<file path="src/cprs_cfg.svh">
// constants for the command parity and rank select block
`ifndef CPRS_CFG_SVH
`define CPRS_CFG_SVH
`define CPRS_CA_W          24
`define CPRS_CW_ADDR_W     8
`define CPRS_CW_DATA_W     8
`define CPRS_CW_PARITY     8'h0E
`define CPRS_CW_MODULE     8'h0D
`define CPRS_PAR_EN_BIT    0
`define CPRS_RANK_LSB      0
`define CPRS_PARITY_RST    8'h01
`define CPRS_MODULE_RST    8'h00
`define CPRS_RANK_DIRECT2  2'h0
`define CPRS_RANK_DIRECT4  2'h1
`define CPRS_RANK_ENCODED4 2'h3
`define CPRS_ALERT_CYC     4'h2
`endif

</file>
<file path="src/cprs_pkg.sv">
// types for the command parity and rank select block
`include "cprs_cfg.svh"
package cprs_pkg;
  typedef struct packed {
    logic                       valid;
    logic                       cw_write;
    logic [1:0]                 cs_code;
    logic [`CPRS_CA_W-1:0]      ca;
    logic                       parity;
  } cprs_cmd_t;
  typedef struct packed {
    logic                       valid;
    logic [`CPRS_CW_ADDR_W-1:0] addr;
    logic [`CPRS_CW_DATA_W-1:0] data;
  } cprs_cw_t;
  typedef enum logic [1:0] {
    CPRS_DIRECT2  = 2'b00,
    CPRS_DIRECT4  = 2'b01,
    CPRS_ENCODED4 = 2'b11
  } cprs_rank_mode_t;
endpackage

</file>
<file path="src/cprs_parity_chk.sv">
// even parity check over command, address and parity bit
`timescale 1ns/1ps
`default_nettype none
module cprs_parity_chk (
  // sampled command
  input  wire logic              cmd_valid,
  input  wire logic [23:0]       ca,
  input  wire logic              parity_in,
  // result
  output logic                   mismatch
);
  always_comb begin
    mismatch = cmd_valid & (^{ca, parity_in});
  end
endmodule
`default_nettype wire

</file>
<file path="src/cprs_top.sv">
// command parity check, control word writes and rank select
//
// Summary of operation
// - control words writable by command bus or serial
// - parity control word bit enables parity checking
// - host parity compared against sampled command inputs
// - mismatch drives open-drain alert low
// - checking on: forward only parity-clean commands
// - checking off: forward every sampled command except control word writes
// - command-bus control word writes also parity checked; serial writes are not
// - each chip-select output selects one rank
// - two-bit rank mode field picks three modes
// - one or two ranks use direct two-select
// - four ranks use encoded four-select; direct four-select drives only two selects, as direct two-select does
`timescale 1ns/1ps
`include "cprs_cfg.svh"
`default_nettype none
module cprs_top (
  // clock and reset
  input  wire logic              CLK,
  input  wire logic              RESET,
  input  wire logic              CE,
  // command bus from host
  input  wire cprs_pkg::cprs_cmd_t CMD_IN,
  // control word write from serial management port
  input  wire cprs_pkg::cprs_cw_t  SER_CW,
  // commands to dram ranks
  output logic                   DRAM_CMD_VALID,
  output logic [`CPRS_CA_W-1:0]  DRAM_CA,
  output logic [3:0]             DRAM_CS_N,
  // open-drain alert
  output logic                   ALERT_N_O,
  output logic                   ALERT_N_OE,
  // status
  output logic                   PARITY_EN,
  output logic [1:0]             RANK_MODE,
  output logic                   PARITY_ERR_STICKY
);
  import cprs_pkg::*;

  ////////////////////////////////////////////////////////////////
  logic                          mismatch;
  logic                          par_err;
  logic [`CPRS_CW_DATA_W-1:0]    par_cw_reg,  par_cw_next;
  logic [`CPRS_CW_DATA_W-1:0]    mod_cw_reg,  mod_cw_next;
  logic                          fwd_reg,     fwd_next;
  logic [`CPRS_CA_W-1:0]         ca_reg,      ca_next;
  logic [3:0]                    cs_n_reg,    cs_n_next;
  logic [3:0]                    alert_cnt_reg, alert_cnt_next;
  logic                          alert_oe_reg, alert_oe_next;
  logic                          sticky_reg,  sticky_next;
  logic                          bus_cw_ok;
  logic [1:0]                    mode;

  cprs_parity_chk u_chk (
    .cmd_valid (CMD_IN.valid),
    .ca        ({CMD_IN.cs_code, CMD_IN.cw_write, CMD_IN.ca[`CPRS_CA_W-4:0]}),
    .parity_in (CMD_IN.parity),
    .mismatch  (mismatch)
  );

  assign par_err = mismatch & par_cw_reg[`CPRS_PAR_EN_BIT];
  assign mode    = mod_cw_reg[`CPRS_RANK_LSB +: 2];

  ////////////////////////////////////////////////////////////////
  // control words
  always_comb begin
    par_cw_next = par_cw_reg;
    mod_cw_next = mod_cw_reg;
    bus_cw_ok   = CMD_IN.valid & CMD_IN.cw_write & ~par_err;
    if (bus_cw_ok) begin
      if (CMD_IN.ca[15:8] == `CPRS_CW_PARITY) begin
        par_cw_next = CMD_IN.ca[7:0];
      end
      if (CMD_IN.ca[15:8] == `CPRS_CW_MODULE) begin
        mod_cw_next = CMD_IN.ca[7:0];
      end
    end else if (SER_CW.valid) begin
      if (SER_CW.addr == `CPRS_CW_PARITY) begin
        par_cw_next = SER_CW.data;
      end
      if (SER_CW.addr == `CPRS_CW_MODULE) begin
        mod_cw_next = SER_CW.data;
      end
    end
  end

  ////////////////////////////////////////////////////////////////
  // forwarding and rank select
  always_comb begin
    fwd_next  = CMD_IN.valid & ~CMD_IN.cw_write & ~par_err;
    ca_next   = CMD_IN.valid ? CMD_IN.ca : ca_reg;
    cs_n_next = 4'hF;
    if (fwd_next) begin
      unique case (mode)
        `CPRS_RANK_DIRECT2: begin
          cs_n_next = {2'h3, ~CMD_IN.cs_code};
        end
        `CPRS_RANK_DIRECT4: begin
          cs_n_next = {2'h3, ~CMD_IN.cs_code};
        end
        `CPRS_RANK_ENCODED4: begin
          cs_n_next = ~(4'h1 << CMD_IN.cs_code);
        end
        default: begin
          cs_n_next = 4'hF;
        end
      endcase
    end
  end

  ////////////////////////////////////////////////////////////////
  // alert pulse and sticky status
  always_comb begin
    alert_cnt_next = alert_cnt_reg;
    alert_oe_next  = alert_oe_reg;
    sticky_next    = sticky_reg | par_err;
    if (par_err) begin
      alert_cnt_next = `CPRS_ALERT_CYC;
      alert_oe_next  = 1'b1;
    end else if (alert_cnt_reg > 4'h1) begin
      alert_cnt_next = alert_cnt_reg - 4'h1;
    end else begin
      alert_cnt_next = 4'h0;
      alert_oe_next  = 1'b0;
    end
  end

  ////////////////////////////////////////////////////////////////
  always_ff @(posedge CLK) begin
    if (RESET) begin
      par_cw_reg    <= `CPRS_PARITY_RST;
      mod_cw_reg    <= `CPRS_MODULE_RST;
      fwd_reg       <= 1'b0;
      ca_reg        <= '0;
      cs_n_reg      <= 4'hF;
      alert_cnt_reg <= 4'h0;
      alert_oe_reg  <= 1'b0;
      sticky_reg    <= 1'b0;
    end else if (CE) begin
      par_cw_reg    <= par_cw_next;
      mod_cw_reg    <= mod_cw_next;
      fwd_reg       <= fwd_next;
      ca_reg        <= ca_next;
      cs_n_reg      <= cs_n_next;
      alert_cnt_reg <= alert_cnt_next;
      alert_oe_reg  <= alert_oe_next;
      sticky_reg    <= sticky_next;
    end
  end

  assign DRAM_CMD_VALID    = fwd_reg;
  assign DRAM_CA           = ca_reg;
  assign DRAM_CS_N         = cs_n_reg;
  assign ALERT_N_O         = 1'b0;
  assign ALERT_N_OE        = alert_oe_reg;
  assign PARITY_EN         = par_cw_reg[`CPRS_PAR_EN_BIT];
  assign RANK_MODE         = mod_cw_reg[`CPRS_RANK_LSB +: 2];
  assign PARITY_ERR_STICKY = sticky_reg;
endmodule
`default_nettype wire

</file>
<file path="config.mk">
export PLATFORM = sky130hd
export DESIGN_NAME = cprs_top
export DESIGN_NICKNAME = d
export VERILOG_FILES = /design/src/cprs_pkg.sv /design/src/cprs_parity_chk.sv /design/src/cprs_top.sv
export VERILOG_INCLUDE_DIRS = /design/src
export SDC_FILE = /design/constraint.sdc
export NUM_CORES = 1
export LEC_CHECK = 0
export BUFFER_PORTS_ARGS = -buffer_cell sky130_fd_sc_hd__buf_4
export CAP_MARGIN = 30
export CORE_MARGIN = 2
export CORE_UTILIZATION = 46
export CTS_BUF_LIST = sky130_fd_sc_hd__clkbuf_16
export CTS_CLUSTER_DIAMETER = 200
export CTS_CLUSTER_SIZE = 16
export DETAILED_ROUTE_END_ITERATION = 16
export GPL_TIMING_DRIVEN = 0
export HOLD_SLACK_MARGIN = 0.03
export PLACE_DENSITY = 0.79
export SYNTH_ARGS = -nofsm -noshare
export SYNTH_HDL_FRONTEND = slang
export SYNTH_SLANG_ARGS = --single-unit
</file>
<file path="constraint.sdc">
create_clock -name CLK -period 2.2 [get_ports CLK]
set_input_delay 0.11 -clock CLK [delete_from_list [all_inputs] [get_ports CLK]]
set_output_delay 0.11 -clock CLK [all_outputs]
set_load 0.02 [all_outputs]
</file>
# After elaboration in Yosys (flattened, before gate mapping)
# Index checks and enable logic that the tools add are counted.
[totals] reg_bits=38 latchBits=0 ram_bits=0 rom_bits=0 inputBits=49 output_inout_bits=35 wordCells=55 memories=0
[op_classes] addsub=1 multipliers=0 n_div=0 n_lt_le_gt_ge=1 eq_ne=9 shifts=1 muxes=14 bitwise=11 n_reduce_logical=10
[op_table] op="8-bit by 4-bit == test with 1-bit output (second input constant)" count=4
[op_table] op="25-bit XOR reduction" count=1
[op_table] op="4-bit two-way mux" count=3
[op_table] op="2-bit two-way mux" count=4
[op_table] op="4-bit case mux with 2 select lines" count=1
[op_table] op="4-bit AND reduction" count=2
[op_table] op="1-bit bitwise AND" count=6
[op_table] op="1-bit two-way mux" count=6
[op_table] op="2-bit nonzero test" count=3
[op_table] op="4-bit by 1-bit > comparator with 1-bit output (second input constant)" count=1
[op_table] op="2-bit by 1-bit inequality test with 1-bit output (second input constant)" count=2
[op_table] op="4-bit inverter" count=1
[op_table] op="2-bit AND reduction" count=2
[op_table] op="1-bit by 2-bit << shifter with 4-bit output (first input constant)" count=1
[op_table] op="4-bit by 1-bit subtractor with 4-bit output (second input constant)" count=1
[op_table] op="2-bit by 1-bit == test with 1-bit output (second input constant)" count=1
[op_table] op="2-bit == test (second input constant)" count=1
[op_table] op="2-bit logical NOT" count=1
[op_table] op="2-bit inequality test (second input constant)" count=1
[op_table] op="1-bit inverter" count=2
[op_table] op="2-bit inverter" count=1
[op_table] op="2-bit OR reduction" count=1
[op_table] op="1-bit OR" count=1

# Depth between registers and ports, before layout
[logic_depth] word_depth=7 ltp_mapped=8 mapped_depth_nobuf=7

# Modules after synthesis
# Synthesis repeated with hierarchy kept, for this count alone.
[unflattened] cells_unflattened=218 area_unflattened_um2=1851.8
[by_module_without_submodules] module="cprs_top" n_inst=1 cells_per_inst=195 area_per_inst_um2=1617.8
[by_module_without_submodules] module="cprs_parity_chk" n_inst=1 cells_per_inst=23 area_per_inst_um2=234.0

# Worst setup path after synthesis
# Ideal clock, no wire load.
[synth_path] path_kind="in2reg" startpoint="input CMD_IN[13] (netlist bit)" endpoint="register par_cw_reg[0]" arrival_ps=1907 slack_ps=178 stages=8 n_path_buf=1 path_cell_list="xnor2_1 > xnor2_1 > xnor2_2 > xnor3_1 > and2_4 > buf_6 > or4_1 > a31o_1"
[synth_via] elab_chain_len=7 word_cells_on_any_way=11 classes_between="2 x eq/ne; 1 x mux; 4 x bitwise; 4 x reduce/logical"
[synth_rtl] element="start, declared" line="cprs_top.sv:24" source="input wire cprs_pkg::cprs_cmd_t CMD_IN,"
[synth_rtl] element="25-bit XOR reduction" line="cprs_parity_chk.sv:13" source="mismatch = cmd_valid & (^{ca, parity_in});"
[synth_rtl] element="1-bit bitwise AND" line="cprs_parity_chk.sv:13"
[synth_rtl] element="1-bit bitwise AND" line="cprs_top.sv:62" source="assign par_err = mismatch & par_cw_reg[`CPRS_PAR_EN_BIT];"
[synth_rtl] element="1-bit inverter" line="cprs_top.sv:70" source="bus_cw_ok = CMD_IN.valid & CMD_IN.cw_write & ~par_err;"
[synth_rtl] element="1-bit bitwise AND" line="cprs_top.sv:70"
[synth_rtl] element="2-bit by 1-bit inequality test with 1-bit output (no line) / 2-bit nonzero test (equally long branches)"
[synth_rtl] element="4-bit AND reduction (no line)"
[synth_rtl] element="end signal, assigned" line="cprs_top.sv:132" source="par_cw_reg <= `CPRS_PARITY_RST;"
[synth_rtl] element="end signal, assigned" line="cprs_top.sv:141" source="par_cw_reg <= par_cw_next;"
[synth_rtl] element="end, declared" line="cprs_top.sv:44" source="logic [`CPRS_CW_DATA_W-1:0] par_cw_reg, par_cw_next;"
# Several ways; a longest one is shown, not always the timed one.
# A chain may end at the register's enable or synchronous reset.

# Final worst setup path
[layout_path] startpoint="input CMD_IN[25] (netlist bit)" endpoint="register par_cw_reg[0]"
[layout_via] elab_chain_len=7 word_cells_on_any_way=10 classes_between="1 x eq/ne; 1 x mux; 4 x bitwise; 4 x reduce/logical"
[layout_rtl] element="25-bit XOR reduction *" line="cprs_parity_chk.sv:13"
[layout_rtl] element="1-bit bitwise AND *" line="cprs_parity_chk.sv:13"
[layout_rtl] element="1-bit bitwise AND *" line="cprs_top.sv:62"
[layout_rtl] element="1-bit inverter *" line="cprs_top.sv:70"
[layout_rtl] element="1-bit bitwise AND *" line="cprs_top.sv:70"
[layout_rtl] element="2-bit by 1-bit inequality test with 1-bit output (no line) / 2-bit nonzero test (equally long branches)"
[layout_rtl] element="4-bit AND reduction (no line)"
# Mark *: on every way between the ends. The rest lies on a longest branch, timed or not.

==> impl_results.md <==
- Initial antenna violation count: 0
- Core Area: 3740 sq um
- Post-synth ARST share: 0%
- Critical Path, Cell by Cell: buf_4, xnor2_1, xnor2_1, xnor3_1, xnor3_1, and2_4, buf_6, or4_1, a31o_1
- Fin crit share: 92.1%
- H-tree depth: 2
- Area growth syn-to-layout: 41.5%
- Starting Density: 48.8%
- Longest Clk Path Bufs: 2
- Power Total: 2.15 mW
- Final slew viol count: 0
- Final TNS setup: 0 ns
- CTS tree: built
- Final Core Density: 69.1%
- Post-DP HPWL: 3.54 mm
- Bufs and invs on worst path: 2
- Delay of the slowest critical-path stage: 0.43 ns
- Gate power share: 32.0%
- CP top delay family: XOR/XNOR gates
- Ys flop type: dfxtp_1
- CP endpoint kind: flip-flop
- Vias in the first global route: 1646
- CTS Root Cell: clkbuf_16
- CP required: 2.37 ns
- Slowest-stage cell, CP: xnor3_1
- Die width: 67.0 um
- Status: completed
- IO Count: 84
- Share of layout cells above drive strength 1: 30.2%
- Final GP Congestion: 0.783
- Lkg Pwr: 1.10 nW
- Post-CTS Setup Repair Bufs: 0
- HP Class: primary input to flip-flop
- Number of DRC markers in iteration 0: 110
- DP Worst Slack: -0.109 ns
- Final hold vios: 0
- Worst Setup Start Kind: primary input
- Global-route wire length before repair: 7.08 mm
- Worst VDD drop: 381 uV
- Largest area contributor in the netlist: dfxtp_1
- Vias per cell: 5.03
- M3 GR Usage: 5.07%
- Pre-Repair DR Iteration Count: 4
- Antenna diodes: 0
- Sequential area share after synthesis: 41.6%
- Grt met2 use: 36.6%
- Clk pin slew, worst setup/hold paths: 0.05 ns
- Global-route usage over all layers: 21.3%
- Max reg flops: 24
- Sequential cell fraction of total power: 36.9%
- Largest cells by area after synthesis: dfxtp_1, nand2_1, xnor2_1
- DIE AREA: 4490 sq um
- Syn_area_per_cell: 8.23 sq um
- Clock skew: 0.00342 ns
- Unrepaired setup endpoints after global routing: no
- Switching Share: 29.4%
- Worst Path Class, Setup: primary input to flip-flop
- Crit path max fanout: 7
- Post-route ant nets: 0
- Clock group share of total power: 31.1%
- Chip height: 67.0 um
- Largest net degree at the start of global routing: 12
- Vias after detailed routing: 1776
- Routing usage on met1: 25.1%
- Most frequent cells in the layout: buf_4, nand2_1, dfxtp_1
- GRT busiest layer: met2
- Post-synthesis instance total: 222
- Final worst setup slack: 0.175 ns
- NetSw: 0.632 mW
- Pwr per Cell Area: 830 nW/um^2
- Number of synthesized flops with an enable pin: 0
- Distinct cell type count of the synthesized netlist: 36
- Cell area after synthesis: 1830 sq um
- Final nets: 355
- IO buf count: 75
- Fin crit period: 2.03 ns
- Commonest non-fill, non-tap cell in the layout: buf_4
- Residual DRC count: 0
- Pint: 1.51 mW
- Total gr overflow: 0
- Post-cts sizing count: 0
- Setup violators final: 0
- Final wirelength: 4.51 mm
- Synth Register Bits: 38
- Routed len/inst: 12.8 um
- TritonCTS buffer count: 5
- Syn_nets: 273
- Fmax: 494 MHz
- Syn. warnings: 0
- Clk sink count: 38
- FP Rows: 22
- Clock latency on the worst-skew pair: 0.28 ns
- Arrival @ worst endpoint: 2.20 ns
- CTS Hold Buffers Added: 0
- Maxcap violations: 0
- Area share of the largest cell type after synthesis: 41.6%
[through the flow]
stage / instance area (sq um) / std cells / hold slack [ns]
after floorplan: 1830 / 222 / 0.246
after global placement: 2450 / 345 / 0.362
after detailed placement: 2450 / 345 / 0.376
after CTS: 2590 / 353 / 0.0852
after global routing: 2590 / 353 / 0.0859
final: 2590 / 353 / 0.0822
[power by group through the flow]
stage / Sequential [mW] / Clock, mW / Combinational, mW
after CTS: 0.793 / 0.670 / 0.690
after floorplan: 0.845 / 0 / 0.437
after global routing: 0.799 / 0.703 / 0.753
after detailed placement: 0.807 / 0 / 0.684
after global placement: 0.806 / 0 / 0.674
final: 0.793 / 0.668 / 0.686
[kinds of logic (layout without fill, tap and decap cells)]
logic type | count (synthesis) | after routing | share of synthesized area [%]
xor gates and xnor gates | 25 | 25 | 14.3
AOI/OAI and AO/OA | 41 | 41 | 12.8
adders and majority gates | 2 | 2 | 1.37
buffers and inverters | 16 | 99 | 3.90
DFF | 38 | 38 | 41.6
and+or+nand+nor | 96 | 96 | 24.0
muxes | 3 | 3 | 1.85
other | 1 | 1 | 0.205
[tightest hold or removal path: cells and delay by family]
kind,cells,cell delay (ns)
and+or+nand+nor,1,0.04
AOI/OAI and AO/OA,1,0.05
buffers and inverters,1,0.10
[metal layers]
| layer | part of all wire, % | routed length [um] |
|---|---|---|
| met5 | 0 | 0 |
| met4 | 1.7 | 76 |
| met3 | 7.3 | 327 |
| met2 | 48 | 2170 |
| met1 | 43 | 1930 |
[worst paths after layout]
path / from / end / slack, ns / cells past startpoint
worst max-delay path: CMD_IN[25] / par_cw_reg[0]$_SDFFE_PP1P_ / 0.17 / 9
worst min-delay path: CMD_IN[24] / DRAM_CA[23]$_SDFFE_PP0P_ / 0.08 / 3
worst max register to register: alert_cnt_reg[0]$_SDFFE_PP0P_ / alert_cnt_reg[0]$_SDFFE_PP0P_ / 0.82 / 7
worst min register to register: DRAM_CA[1]$_SDFFE_PP0P_ / DRAM_CA[1]$_SDFFE_PP0P_ / 0.45 / 2
[cells in the mapped netlist (all sizes together), types with 2 or more instances]
cell and number:
xor2 3, ha 2, inv 4, nor3 3, o21ai 3, nand2b 2
or3b 4, nand2 56, o21bai 3, nor4 2, mux2 3, and2 2
nand4 2, xnor2 20, nor2b 2, dfxtp 38, nor2 17, a21oi 28
nor3b 2, buf 3, clkbuf 9, xnor3 2, nor4b 2, a211oi 2
[final cells by class]
type	instances	area (sq um)
fillers	344	1160
repair buffers	75	563
well taps	48	60.1
plain buffers	12	56.3
multi-input cells	168	996
flip-flops and latches	38	761
inverters	4	15.0
clock inverters	3	11.3
clock buffers	5	125
Note: power is estimated with default switching activity, not from simulation.
